## src/rtl/pas_pkg.sv

```systemverilog
// Shared constants for the parallel-access shift register
package pas_pkg;

  // ---------------------------------------------------------------------------
  // Structure
  // ---------------------------------------------------------------------------
  localparam int          PAS_STAGES     = 4;      // Register length
  localparam int          PAS_SYNC_DEPTH = 2;      // Flops before any logic reads a pin other than clear_n_pin
  localparam logic [3:0]  PAS_STAGE_RST  = 4'h0;   // Stage contents after clear

  // ---------------------------------------------------------------------------
  // Field positions of the stage vector
  // ---------------------------------------------------------------------------
  localparam int          PAS_FIRST      = 0;      // Stage fed by the serial pair
  localparam int          PAS_LAST       = 3;      // Stage with the complement output

  // ---------------------------------------------------------------------------
  // First-stage serial actions, coded as {j, k_n}
  // ---------------------------------------------------------------------------
  typedef enum logic [1:0] {
    PAS_JK_CLEAR  = 2'h0,
    PAS_JK_HOLD   = 2'h1,
    PAS_JK_TOGGLE = 2'h2,
    PAS_JK_SET    = 2'h3
  } pas_jk_t;

endpackage : pas_pkg

```

## src/rtl/pas_stage0_if.sv

```systemverilog
// Connection between the register core and its first-stage serial logic
`timescale 1ns/1ps
interface pas_stage0_if;
  logic serial_j;    // J serial input, synchronised
  logic serial_k_n;  // Inverted-K serial input, synchronised
  logic cur;         // Present first-stage value
  logic nxt;         // First-stage value after a shift edge

  modport core  (output serial_j, output serial_k_n, output cur, input nxt);
  modport stage (input serial_j, input serial_k_n, input cur, output nxt);
endinterface : pas_stage0_if

```

## src/rtl/pas_shift_reg.sv

```systemverilog
// Four-stage parallel-access shift register with JK serial entry
//
// Summary of operation
// - Low clear empties all stages at once
// - Stages change only on rising clock pin or low clear
// - Load mode copies parallel inputs on edge
// - Parallel input n goes to stage n
// - Serial inputs ignored during parallel load
// - Shift mode moves one stage per edge
// - Data moves from first toward last stage
// - Serial pair decides first stage when shifting
// - JK pair clears, sets, holds or toggles
// - Without an edge or a low clear every stage holds
// - Stages take predecessor's pre-edge value together
// - Each stage drives its own output
`timescale 1ns/1ps
module pas_shift_reg
  import pas_pkg::*;
#(
  parameter int SYNC_DEPTH = PAS_SYNC_DEPTH
)(
  input  wire logic  ref_clk,
  input  wire logic  arst_n,
  input  wire logic  clear_n_pin,
  input  wire logic  load_select_pin,
  input  wire logic  clock_pin,
  input  wire logic  serial_j,
  input  wire logic  serial_k_n,
  input  wire logic  par_in0,
  input  wire logic  par_in1,
  input  wire logic  par_in2,
  input  wire logic  par_in3,
  output logic       stage0_out,
  output logic       stage1_out,
  output logic       stage2_out,
  output logic       stage3_out,
  output logic       stage3_out_n
);

  // ---------------------------------------------------------------------------
  // Declarations
  // ---------------------------------------------------------------------------
  localparam int PIN_W = 8;                 // Clock, mode, serial pair, four data

  logic [PIN_W-1:0]      pin_raw;
  logic [PIN_W-1:0]      pin_meta;          // First synchroniser rank
  logic [PIN_W-1:0]      pin_sync;          // Second synchroniser rank
  logic                  clk_pin_prev;      // Synced clock pin one cycle older
  logic                  pin_rise;
  logic                  shift_mode;
  logic [PAS_STAGES-1:0] par_sync;
  logic                  clr_all_n;
  logic [PAS_STAGES-1:0] stage;
  logic [PAS_STAGES-1:0] next_stage;

  pas_stage0_if s0 ();

  // ---------------------------------------------------------------------------
  // Pin synchronisers
  // ---------------------------------------------------------------------------
  assign pin_raw = {par_in3, par_in2, par_in1, par_in0,
                    serial_k_n, serial_j, load_select_pin, clock_pin};

  // Two ranks; only the second rank feeds any logic
  always_ff @(posedge ref_clk or negedge arst_n) begin
    if (!arst_n) begin
      pin_meta <= 8'h00;
      pin_sync <= 8'h00;
    end else begin
      pin_meta <= pin_raw;
      pin_sync <= pin_meta;
    end
  end

  // Previous clock-pin level for edge detection
  always_ff @(posedge ref_clk or negedge arst_n) begin
    if (!arst_n) begin
      clk_pin_prev <= 1'b0;
    end else begin
      clk_pin_prev <= pin_sync[0];
    end
  end

  // Low-to-high transition of the clock pin, one cycle wide
  assign pin_rise   = pin_sync[0] & ~clk_pin_prev;
  assign shift_mode = pin_sync[1];
  assign par_sync   = pin_sync[7:4];

  // ---------------------------------------------------------------------------
  // First-stage serial logic
  // ---------------------------------------------------------------------------
  assign s0.serial_j   = pin_sync[2];
  assign s0.serial_k_n = pin_sync[3];
  assign s0.cur        = stage[PAS_FIRST];

  pas_first_stage u_first (
    .s0 (s0.stage)
  );

  // ---------------------------------------------------------------------------
  // Next stage contents
  // ---------------------------------------------------------------------------
  // Load copies the pins broadside; shift moves toward the last stage
  always_comb begin
    next_stage = stage;
    if (pin_rise) begin
      if (!shift_mode) begin
        next_stage = par_sync;
      end else begin
        next_stage[PAS_FIRST] = s0.nxt;
        next_stage[PAS_LAST:PAS_FIRST+1] = stage[PAS_LAST-1:PAS_FIRST];
      end
    end
  end

  // ---------------------------------------------------------------------------
  // Stage flops with direct overriding clear
  // ---------------------------------------------------------------------------
  // Clear pin acts without the clock, like the system reset
  assign clr_all_n = arst_n & clear_n_pin;

  always_ff @(posedge ref_clk or negedge clr_all_n) begin
    if (!clr_all_n) begin
      stage <= PAS_STAGE_RST;
    end else begin
      stage <= next_stage;
    end
  end

  // ---------------------------------------------------------------------------
  // Outputs
  // ---------------------------------------------------------------------------
  assign stage0_out   = stage[0];
  assign stage1_out   = stage[1];
  assign stage2_out   = stage[2];
  assign stage3_out   = stage[3];
  assign stage3_out_n = ~stage[PAS_LAST];

  // ---------------------------------------------------------------------------
  // Assertions
  // ---------------------------------------------------------------------------
  property p_clear;
    @(posedge ref_clk) disable iff (!arst_n)
      !clear_n_pin |-> (stage == 4'h0) && stage3_out_n;
  endproperty
  a_clear: assert property (p_clear) else $error("Clear did not empty the stages");

  property p_load;
    @(posedge ref_clk) disable iff (!arst_n || !clear_n_pin)
      pin_rise && !shift_mode |=> {stage3_out, stage2_out, stage1_out, stage0_out} == $past(par_sync);
  endproperty
  a_load: assert property (p_load) else $error("Parallel load did not copy inputs");

  // Loaded word against the raw pins, three samples back through the synchroniser
  property p_load_from_pins;
    @(posedge ref_clk) disable iff (!arst_n || !clear_n_pin)
      pin_rise && !shift_mode |=>
        {stage3_out, stage2_out, stage1_out, stage0_out} == $past({par_in3, par_in2, par_in1, par_in0}, 3);
  endproperty
  a_load_from_pins: assert property (p_load_from_pins) else $error("Load order of pins is wrong");

  property p_shift;
    @(posedge ref_clk) disable iff (!arst_n || !clear_n_pin)
      pin_rise && shift_mode |=> stage[3:1] == $past(stage[2:0]);
  endproperty
  a_shift: assert property (p_shift) else $error("Shift did not move data toward last stage");

  property p_hold;
    @(posedge ref_clk) disable iff (!arst_n || !clear_n_pin)
      !pin_rise ##1 clear_n_pin |-> stage == $past(stage);
  endproperty
  a_hold: assert property (p_hold) else $error("Stage changed without a clock edge");

  property p_jk_clear;
    @(posedge ref_clk) disable iff (!arst_n || !clear_n_pin)
      pin_rise && shift_mode && !pin_sync[2] && !pin_sync[3] |=> !stage0_out;
  endproperty
  a_jk_clear: assert property (p_jk_clear) else $error("Serial clear failed");

  property p_jk_set;
    @(posedge ref_clk) disable iff (!arst_n || !clear_n_pin)
      pin_rise && shift_mode && pin_sync[2] && pin_sync[3] |=> stage0_out;
  endproperty
  a_jk_set: assert property (p_jk_set) else $error("Serial set failed");

  property p_jk_hold;
    @(posedge ref_clk) disable iff (!arst_n || !clear_n_pin)
      pin_rise && shift_mode && !pin_sync[2] && pin_sync[3] |=> stage0_out == $past(stage0_out);
  endproperty
  a_jk_hold: assert property (p_jk_hold) else $error("Serial hold failed");

  property p_jk_toggle;
    @(posedge ref_clk) disable iff (!arst_n || !clear_n_pin)
      pin_rise && shift_mode && pin_sync[2] && !pin_sync[3] |=> stage0_out != $past(stage0_out);
  endproperty
  a_jk_toggle: assert property (p_jk_toggle) else $error("Serial toggle failed");

  property p_complement;
    @(posedge ref_clk) disable iff (!arst_n)
      stage3_out_n != stage3_out;
  endproperty
  a_complement: assert property (p_complement) else $error("Complement output not inverse");

  // One pin rise gives exactly one update; the cycle after it leaves the stages alone
  property p_edge_single;
    @(posedge ref_clk) disable iff (!arst_n || !clear_n_pin)
      pin_rise |=> ##1 stage == $past(stage);
  endproperty
  a_edge_single: assert property (p_edge_single) else $error("Stages updated twice per pin rise");

  // Edge detector against the raw clock pin, seen through both synchroniser ranks
  property p_edge_from_pin;
    @(posedge ref_clk) disable iff (!arst_n)
      pin_rise == ($past(clock_pin, 2) && !$past(clock_pin, 3));
  endproperty
  a_edge_from_pin: assert property (p_edge_from_pin) else $error("Pin rise seen at wrong cycle");

  // Mode used at an edge is the select pin with the same delay as the clock pin
  property p_mode_from_pin;
    @(posedge ref_clk) disable iff (!arst_n)
      pin_rise |-> shift_mode == $past(load_select_pin, 2);
  endproperty
  a_mode_from_pin: assert property (p_mode_from_pin) else $error("Mode taken from wrong pin");

  // Serial pair used at an edge comes from the J and inverted-K pins
  property p_serial_from_pins;
    @(posedge ref_clk) disable iff (!arst_n)
      pin_rise |-> {s0.serial_k_n, s0.serial_j} == $past({serial_k_n, serial_j}, 2);
  endproperty
  a_serial_from_pins: assert property (p_serial_from_pins) else $error("Serial pair from wrong pins");

endmodule // pas_shift_reg

```

## src/rtl/pas_first_stage.sv

```systemverilog
// Serial next-value logic of the first stage (JK, D or T behaviour)
`timescale 1ns/1ps
module pas_first_stage
  import pas_pkg::*;
(
  pas_stage0_if.stage  s0
);

  pas_jk_t action;

  // ---------------------------------------------------------------------------
  // Decode the serial pair into the first stage's next value
  // ---------------------------------------------------------------------------
  always_comb begin
    action = pas_jk_t'({s0.serial_j, s0.serial_k_n});
    case (action)
      PAS_JK_CLEAR:  s0.nxt = 1'b0;
      PAS_JK_HOLD:   s0.nxt = s0.cur;
      PAS_JK_TOGGLE: s0.nxt = ~s0.cur;
      PAS_JK_SET:    s0.nxt = 1'b1;
      default:       s0.nxt = s0.cur;
    endcase
  end

endmodule // pas_first_stage

```

## config.mk

```make
export PLATFORM = sky130hd
export DESIGN_NAME = pas_shift_reg
export DESIGN_NICKNAME = d
export VERILOG_FILES = /design/src/rtl/pas_pkg.sv /design/src/rtl/pas_stage0_if.sv /design/src/rtl/pas_shift_reg.sv /design/src/rtl/pas_first_stage.sv
export SDC_FILE = /design/constraint.sdc
export NUM_CORES = 1
export LEC_CHECK = 0
export ABC_AREA = 1
export BUFFER_PORTS_ARGS = -buffer_cell sky130_fd_sc_hd__buf_2
export CORE_MARGIN = 3
export CORE_UTILIZATION = 30
export DETAILED_ROUTE_END_ITERATION = 7
export PLACE_DENSITY = 0.53
export SYNTH_ARGS = -nofsm -noshare
export SYNTH_HDL_FRONTEND = slang
export SYNTH_SLANG_ARGS = --single-unit
```

## constraint.sdc

```tcl
create_clock -name ref_clk -period 1.2 [get_ports ref_clk]
set_clock_uncertainty 0.05 [all_clocks]
set_input_delay 0.06 -clock ref_clk [delete_from_list [all_inputs] [get_ports ref_clk]]
set_output_delay 0.06 -clock ref_clk [all_outputs]
set_load 0.005 [all_outputs]
```

==> flow_summary_export.csv, run 1 <==
group,metric,value,unit
clock_network,cts_tree,"built",
clock_network,insertion_delay,0.29,ns
worst_setup_path,r2r.worst_path.cells,4,
timing,hold_viol_final,0,
floorplan,core,2042,sq um
synthesis,yosysUniqueCellTypes,10,
power,seqPwrFrac,63.3,%
cells_and_area,drive_above_1_share,30.12,%
clock_network,cts_root_buf,"clkbuf_4",
worst_setup_path,r2r_setup_slack,0.28,ns
synthesis,synth_seq_cells,21,
timing,setup_tns,0,ns
power,vdd_ir_drop_max,0.9333,mV
timing,period_needed,0.9630,ns
worst_setup_path,worstPathMaxFanout,3,
timing,relSlewSlack,80.72,%
power,comb_power_share,11.5,%
power,intPower,0.9601,mW
routing,via_per_inst,3.873,
routing,drt_iter0_drc,4,
floorplan,die_w,53.55,um
routing,firstDrtPassIters,4,
timing,final-setup-viol-count,0,
power,switching_share,22.94,%
synthesis,avgSynthCellArea,12.80,sq um
routing,vias,426,
routing,wl_per_cell,8.445,um
power,clockPowerShare,25.2,%
worst_setup_path,required,1.09,ns
timing,max_freq,1038,MHz
cells_and_area,syn2layout_area_growth,35.98,%
synthesis,syn-num-nets,64,
cells_and_area,diodes,0,
worst_setup_path,cp-end-kind,"output port",
worst_setup_path,worstReg2RegStart,"pin_sync[1]",
routing,drc,0,
global_routing,antenna_found_initial,0,
power,leakage,0.4768,nW
min_path,hp-class,"input port to async pin",
timing,rsz0062_at_grt,"no",
clock_network,post_cts_resized,0,
worst_setup_path,arrival,0.85,ns
global_routing,grt_pass1_vias,370,
synthesis,synthCells,53,
synthesis,synth_area,678.2,sq um
routing,postRouteAntennaNets,0,
timing,finalCritPeriodShare,80.25,%
worst_setup_path,r2r_end,"stage[2]",
clock_network,clockBufferDepth,2,
worst_setup_path,critPathLaunchType,"flop",
cells_and_area,layout.nets,95,
routing,drt-total-wl,929,um
worst_setup_path,crit_type,"flop to output port",
timing,worstMarginPinSlew,0.2892,ns
global_routing,grt_max_degree,15,
global_routing,grt.total_usage,8.368,%
clock_network,numCtsBuffers,3,
clock_network,cts.sinks,21,
placement,dp_hpwl,675.7,um
run,maxCapViolations,0,
synthesis,yosysWarnings,0,
global_routing,overflow,0,
outcome,status,"completed",
placement,gp_congestion,0.7646,
global_routing,grt_pass1_wl,1.593,mm
power,p_switching,0.2859,mW
power,power.density,1351,nW/um^2
floorplan,ioPinCount,16,
clock_network,htree_levels,1,
timing,report.final.slew_viol_count,0,
synthesis,ys_seq_area_share,77.49,%
floorplan,initial_core_util,33.21,%
cells_and_area,fin_util,45.16,%
clock_network,clkTransAtPathRegs,0.10,ns
floorplan,die_h,53.55,um
floorplan,die_area,2867,sq um
placement,port_buffers,15,
floorplan,rows,16,
[power groups by stage]
stage	Combinational (mW)	Clock (mW)	Sequential [mW]
after detailed placement	0.122	0	0.805
after global routing	0.165	0.371	0.796
after floorplan	0.0547	0	0.801
after global placement	0.120	0	0.804
after CTS	0.147	0.336	0.791
final	0.144	0.314	0.789
[kinds of logic after synthesis]
logic type / Yosys count / share of synthesized area (%)
buffers and inverters: 9 / 4.981
and+or+nand+nor: 19 / 12.92
AOI/OAI and AO/OA: 4 / 4.613
DFF: 21 / 77.49
[layout by cell type, fill, tap and decap left out]
master | netlist | layout
a21oi_2 | 1 | 1
nor2_1 | 2 | 2
clkinv_2 | 0 | 1
buf_2 | 0 | 15
nand3b_1 | 1 | 1
dfrtp_1 | 21 | 21
inv_1 | 8 | 8
o211ai_1 | 3 | 3
nor2_4 | 1 | 1
nand2_2 | 2 | 2
buf_4 | 0 | 1
inv_2 | 1 | 1
dlygate4sd3_1 | 0 | 10
clkbuf_4 | 0 | 3
nand2_1 | 13 | 13
[through the flow]
| stage | worst slack (ns) | area (sq um) | std cells | total power, mW | hold WS, ns |
|---|---|---|---|---|---|
| 6_report | 0.2370 | 922.1 | 110 | 1.246 | 0.1176 |
| 5_1_grt | 0.1800 | 922.1 | 110 | 1.332 | 0.1118 |
| 4_1_cts | 0.2132 | 922.1 | 110 | 1.274 | 0.1161 |
| 3_5_place_dp | 0.2923 | 794.5 | 96 | 0.9272 | -0.08356 |
| 3_3_place_gp | 0.2922 | 794.5 | 96 | 0.9243 | -0.08961 |
| 2_1_floorplan | 0.3458 | 678.2 | 53 | 0.8560 | -0.2856 |
[synthesized netlist by cell type, drive strengths merged]
cell type   n  area (sq um)
nand3b      1         7.510
nor2        3         18.77
o211ai      3         22.52
a21oi       1         8.760
dfrtp      21         525.5
inv         9         33.78
nand2      15         61.31
[how the worst max path moves through the flow]
stage / start / endpoint / slack [ns]
finish: stage[3] / stage3_out_n / 0.24
floorplan: pin_sync[0] / stage[0] / 0.35
CTS: stage[0] / stage0_out / 0.21
detailed placement: pin_sync[1] / stage[2] / 0.29
global route: stage[0] / stage0_out / 0.18
global placement: pin_sync[0] / stage[0] / 0.29
[per-layer routing]
metal	wire length, um	vias up	GRT usage (%)
met5	0	-	0
met4	13	0	5.106
met3	64	2	4.986
met2	428	12	12.65
met1	423	192	8.881
li1	-	220	-
[layout make-up]
type	count	area (sq um)
clock inverters	1	5.005
inverters	9	33.78
multi-input cells	23	118.9
well taps	27	33.78
clock buffers	3	22.52
repair buffers	26	182.7
flip-flops and latches	21	525.5
fillers	198	1120
[registers in the layout, indices dropped and copies added, names as in the netlist]
signal	flops
clk_pin_prev	1
pin_meta	8
pin_sync	8
stage	4
[repair_timing]
action	CTS	global route
buffers inserted	0	0
hold buffers	10	0
hold endpoints to repair	29	0
[critical path, cell delays in order, from the launching register on]
cell	delay, ns
dfrtp_1	0.41
inv_1	0.05
buf_2	0.10
Note: power is estimated with default switching activity, not from simulation.
==> run 2, diff against run 1 <==
- clock period: 1.2 -> 1 ns (I/O delays scaled with it)
==> run 2 against run 1 <==
Net effect:
- clock power grew 30%
- flip-flop and latch count is the same
- sequential power grew 20%
- largest power group unchanged
- first-iteration DRC count shrank 100%
==> flow_summary_export.csv, run 2 (same netlist as run 1, synthesis figures left out) <==
group,metric,value,unit
routing,vias,436,
timing,report.final.slew_viol_count,0,
routing,firstDrtPassIters,1,
cells_and_area,multi_input_area,118.9,sq um
clock_network,clkTransAtPathRegs,0.12,ns
worst_setup_path,worstPathMaxFanout,3,
cells_and_area,final_cells,113,
power,vdd_ir_drop_max,1.116,mV
global_routing,overflow,0,
worst_setup_path,cpMaxStageDelayCell,"dfrtp_1",
floorplan,die_area,2867,sq um
clock_network,clockBufferDepth,2,
timing,worstMarginPinSlew,0.5551,ns
cells_and_area,drive_above_1_share,32.56,%
power,leakage,0.4851,nW
global_routing,grt_pass1_wl,1.683,mm
min_path,hp-class,"input port to async pin",
clock_network,numCtsBuffers,3,
placement,gp_congestion,0.7645,
cells_and_area,syn2layout_area_growth,40.04,%
timing,final-setup-viol-count,0,
routing,wl_per_cell,9.274,um
global_routing,grt_max_degree,14,
run,maxCapViolations,0,
placement,port_buffers,15,
floorplan,rows,16,
timing,period_needed,0.9657,ns
worst_setup_path,worst-path-buf-inv,1,
worst_setup_path,worstReg2RegStart,"pin_sync[1]",
worst_setup_path,r2r_end,"stage[2]",
worst_setup_path,cp-end-kind,"output port",
worst_setup_path,path_delay_family,"flip-flops",
routing,drt-total-wl,1.048,mm
worst_setup_path,critPathLaunchType,"flop",
timing,max_freq,1035,MHz
worst_setup_path,r2r.worst_path.cells,4,
routing,postRouteAntennaNets,0,
cells_and_area,num-fill-cells,206,
timing,rsz0062_at_grt,"yes",
outcome,status,"completed",
routing,drt_iter0_drc,0,
power,power,1.546,mW
worst_setup_path,path_depth,1,
worst_setup_path,r2r_setup_slack,0.08,ns
placement,dp_hpwl,691.3,um
routing,via_per_inst,3.858,
worst_setup_path,crit_path_cell_trace,"buf_2",
power,power.density,1628,nW/um^2
timing,relSlewSlack,62.87,%
global_routing,grt_pass1_vias,369,
timing,holdWs,0.1751,ns
floorplan,die_h,53.55,um
cells_and_area,most-common-layout-cells,"dfrtp_1 (21), buf_2 (15), nand2_1 (13), dlygate4sd3_1 (11), inv_1 (7)",
timing,finalCritPeriodShare,96.57,%
clock_network,cts.sinks,21,
cells_and_area,regArea,525.5,sq um
global_routing,grt.total_usage,8.667,%
cells_and_area,final_common_cell,"dfrtp_1",
cells_and_area,reg_top3,"pin_meta (8), pin_sync (8), stage (4)",
cells_and_area,layout.nets,98,
cells_and_area,diodes,0,
clock_network,cts_root_buf,"clkbuf_4",
clock_network,cts_tree,"built",
clock_network,htree_levels,1,
worst_setup_path,max_stage_delay,0.43,ns
clock_network,insertion_delay,0.30,ns
floorplan,ioPinCount,16,
floorplan,initial_core_util,33.21,%
placement,dp_cells,96,
floorplan,die_w,53.55,um
floorplan,core,2042,sq um
worst_setup_path,arrival,0.87,ns
routing,drc,0,
worst_setup_path,required,0.90,ns
timing,hold_viol_final,0,
worst_setup_path,crit_type,"flop to output port",
global_routing,antenna_found_initial,0,
run 2: cell types whose count changed in the layout (fill, tap and decap cells not counted):
cell / change
clkinv_2: -1
inv_1: -1
inv_2: +1
clkinvlp_4: +1
buf_4: +2
dlygate4sd3_1: +1
run 2: through the flow:
stage	setup WS, ns	area, sq um	setup TNS (ns)	util [%]
2_1_floorplan	0.1458	678.2	0	-
3_3_place_gp	0.09223	794.5	0	38.91
3_5_place_dp	0.08516	794.5	0	38.91
4_1_cts	0.008069	934.6	0	45.77
5_1_grt	-0.02099	949.7	-0.04087	46.51
6_report	0.03426	949.7	0	46.51
run 2: final cells by class:
class | count | area share (%)
Clock buffer | 3 | 2.372
Clock inverter | 1 | 0.7905
Inverter | 9 | 3.557
Timing Repair Buffer | 29 | 21.87
Tap cell | 27 | 3.557
Sequential cell | 21 | 55.34
Multi-Input combinational cell | 23 | 12.52
run 2: per-layer routing:
metal / global-route usage (%) / wire, um / vias to the layer above
li1: - / - / 228
met2: 13.27 / 496 / 14
met5: 0 / 0 / -
met1: 10.32 / 468 / 192
met4: 2.553 / 7 / 0
met3: 4.986 / 75 / 2
run 2: how the worst max path moves through the flow:
stage	slack [ns]	from	endpoint
floorplan	0.15	pin_sync[0]	stage[0]
global placement	0.09	pin_sync[0]	stage[0]
detailed placement	0.09	pin_sync[0]	stage[0]
CTS	0.008	stage[0]	stage0_out
global route	-0.02	stage[0]	stage0_out
finish	0.03	stage[0]	stage0_out
run 2: where the power goes:
group | internal [mW] | switching (mW)
sequential | 0.911 | 0.0371
combinational | 0.105 | 0.0847
clock | 0.152 | 0.257
run 2: what timing repair did:
action,in CTS,in global routing
hold buffers,11,0
endpoints found under the hold margin,29,0
endpoints found under the setup margin,0,5
gates resized for setup,0,1
buffers inserted,0,2
==> run 3, diff against run 2 <==
--- a/config.mk
+++ b/config.mk
@@ -8,8 +8,9 @@
 export ABC_AREA = 1
 export BUFFER_PORTS_ARGS = -buffer_cell sky130_fd_sc_hd__buf_2
+export CAP_MARGIN = 20
 export CORE_MARGIN = 3
-export CORE_UTILIZATION = 30
+export CORE_UTILIZATION = 42
 export DETAILED_ROUTE_END_ITERATION = 7
-export PLACE_DENSITY = 0.53
+export PLACE_DENSITY = 0.68
 export SYNTH_ARGS = -nofsm -noshare
 export SYNTH_HDL_FRONTEND = slang
--- a/constraint.sdc
+++ b/constraint.sdc
@@ -3,3 +3,3 @@
 set_input_delay 0.05 -clock ref_clk [delete_from_list [all_inputs] [get_ports ref_clk]]
 set_output_delay 0.05 -clock ref_clk [all_outputs]
-set_load 0.005 [all_outputs]
+set_load 0.02 [all_outputs]
==> run 3 against run 2 <==
Net effect:
- count of clock-buffer cells in the layout unchanged
- critical path type unchanged
- register-to-register slack got worse by 0.03 ns
- worst setup slack got worse by 0.031 ns
==> flow_summary_export.csv, run 3 (same netlist as run 1, synthesis figures left out) <==
group,metric,value,unit
routing,via_per_inst,4.385,
cells_and_area,reg_top3,"pin_meta (8), pin_sync (8), stage (4)",
floorplan,die_area,2133,sq um
routing,vias,456,
worst_setup_path,max_stage_delay,0.42,ns
power,comb_power_share,17.9,%
power,intPower,1.219,mW
floorplan,core,1399,sq um
clock_network,clkTransAtPathRegs,0.12,ns
floorplan,die_h,46.18,um
cells_and_area,most-common-layout-cells,"dfrtp_1 (21), nand2_1 (13), buf_2 (12), dlygate4sd3_1 (10), buf_4 (7)",
power,p_switching,0.4320,mW
global_routing,overflow,0,
power,clockPowerShare,24.8,%
timing,setup_tns,0,ns
timing,report.final.slew_viol_count,0,
global_routing,antenna_found_initial,0,
timing,finalCritPeriodShare,99.69,%
run,maxCapViolations,0,
clock_network,cts_root_buf,"clkbuf_4",
clock_network,cts_tree,"built",
routing,drc,0,
worst_setup_path,worstPathMaxFanout,3,
power,power,1.651,mW
routing,top_layer,"met4",
placement,dp_cells,84,
floorplan,rows,13,
clock_network,htree_levels,1,
worst_setup_path,worstReg2RegStart,"stage[2]",
timing,worstMarginPinSlew,0.2374,ns
power,power.density,1696,nW/um^2
routing,drt-total-wl,1.010,mm
timing,relSlewSlack,84.18,%
placement,dp_hpwl,656.2,um
routing,wl_met3,83,um
global_routing,grt_pass1_vias,416,
power,switching_share,26.17,%
routing,postRouteAntennaNets,0,
outcome,status,"completed",
routing,wl_met2,499,um
timing,period_needed,0.9969,ns
global_routing,grt_pass1_wl,1.752,mm
worst_setup_path,r2r_setup_slack,0.05,ns
floorplan,initial_core_util,48.48,%
worst_setup_path,required,0.90,ns
clock_network,insertion_delay,0.30,ns
worst_setup_path,arrival,0.90,ns
routing,wl_per_cell,9.712,um
worst_setup_path,cpMaxStageDelayCell,"dfrtp_1",
power,seqPwrFrac,57.3,%
placement,gp_congestion,0.7822,
cells_and_area,layout.nets,101,
worst_setup_path,critPathLaunchType,"flop",
cells_and_area,syn2layout_area_growth,43.54,%
power,vdd_ir_drop_max,1.097,mV
worst_setup_path,worst-path-buf-inv,2,
global_routing,grt.total_usage,12.20,%
clock_network,clockBufferDepth,2,
cells_and_area,diodes,0,
worst_setup_path,cp-startpoint,"stage[3]",
floorplan,ioPinCount,16,
routing,drt_iter0_drc,0,
timing,hold_viol_final,0,
placement,port_buffers,15,
timing,final-setup-viol-count,0,
worst_setup_path,path_delay_family,"flip-flops",
global_routing,grt_max_degree,14,
worst_setup_path,cp-end-kind,"output port",
cells_and_area,drive_above_1_share,37.08,%
cells_and_area,final_cells,104,
cells_and_area,fin_util,69.59,%
power,leakage,0.5075,nW
clock_network,cts.sinks,21,
timing,rsz0062_at_grt,"yes",
worst_setup_path,crit_type,"flop to output port",
timing,max_freq,1003,MHz
worst_setup_path,crit_path_cell_trace,"inv_2 -> buf_6",
min_path,hp-class,"input port to async pin",
routing,firstDrtPassIters,1,
routing,drt-met1-wl,418,um
floorplan,die_w,46.18,um
clock_network,numCtsBuffers,3,
cells_and_area,final_common_cell,"dfrtp_1",
## run 3: cell count changes in the layout (fill, tap and decap cells not counted)
cell and change:
buf_2 -3, inv_2 +1, dlygate4sd3_1 -1, buf_4 +4, inv_1 -1, buf_6 +3
## run 3: worst paths after layout
path                                end  cells past startpoint
min in group ref_clk        pin_sync[5]                      0
hold / removal             clk_pin_prev                      2
max in group asynchronous      stage[3]                      4
hold reg to reg             pin_sync[5]                      0
setup / recovery           stage3_out_n                      2
setup reg to reg               stage[3]                      3
## run 3: stage by stage
stage | worst slack [ns] | instance area [sq um] | hold slack [ns]
2_1_floorplan | 0.08202 | 678.2 | -0.2956
3_3_place_gp | 0.09680 | 779.5 | -0.1280
3_5_place_dp | 0.07012 | 779.5 | -0.1223
4_1_cts | -0.01081 | 938.4 | 0.07179
5_1_grt | -0.03728 | 973.4 | 0.07091
6_report | 0.003075 | 973.4 | 0.07125
## run 3: metal layers
layer,GRT usage [%],vias up
li1,-,233
met1,14.29,204
met2,18.68,17
met3,6.250,2
met4,5.114,0
met5,0,-
## run 3: cell type report
| cell class | instances | area, sq um |
|---|---|---|
| sequential | 21 | 525.5 |
| fill | 94 | 425.4 |
| timing repair buffer | 32 | 246.5 |
| multi-input combinational | 23 | 118.9 |
| inverter | 9 | 33.78 |
| clock buffer | 3 | 22.52 |
| tap | 15 | 18.77 |
| clock inverter | 1 | 7.507 |
## run 3: repair_timing
item | in CTS | in global routing
endpoints found under the setup margin | 4 | 7
resized for setup | 2 | 6
pin swaps | 0 | 3
buffers inserted | 3 | 3
hold endpoints to repair | 29 | 0
hold buffers | 10 | 0
## run 3: power groups by stage
stage	registers, mW	logic [mW]	clock network [mW]
after floorplan	0.994	0.0730	0
after global placement	0.962	0.182	0
after detailed placement	0.966	0.186	0
after CTS	0.943	0.260	0.427
after global routing	0.954	0.326	0.466
final	0.946	0.296	0.409
## run 3: worst register-to-register path, cell delays in order, from the launching register on
cell and delay, ns:
dfrtp_1 0.41, buf_4 0.14, o211ai_1 0.16, nand2_1 0.08
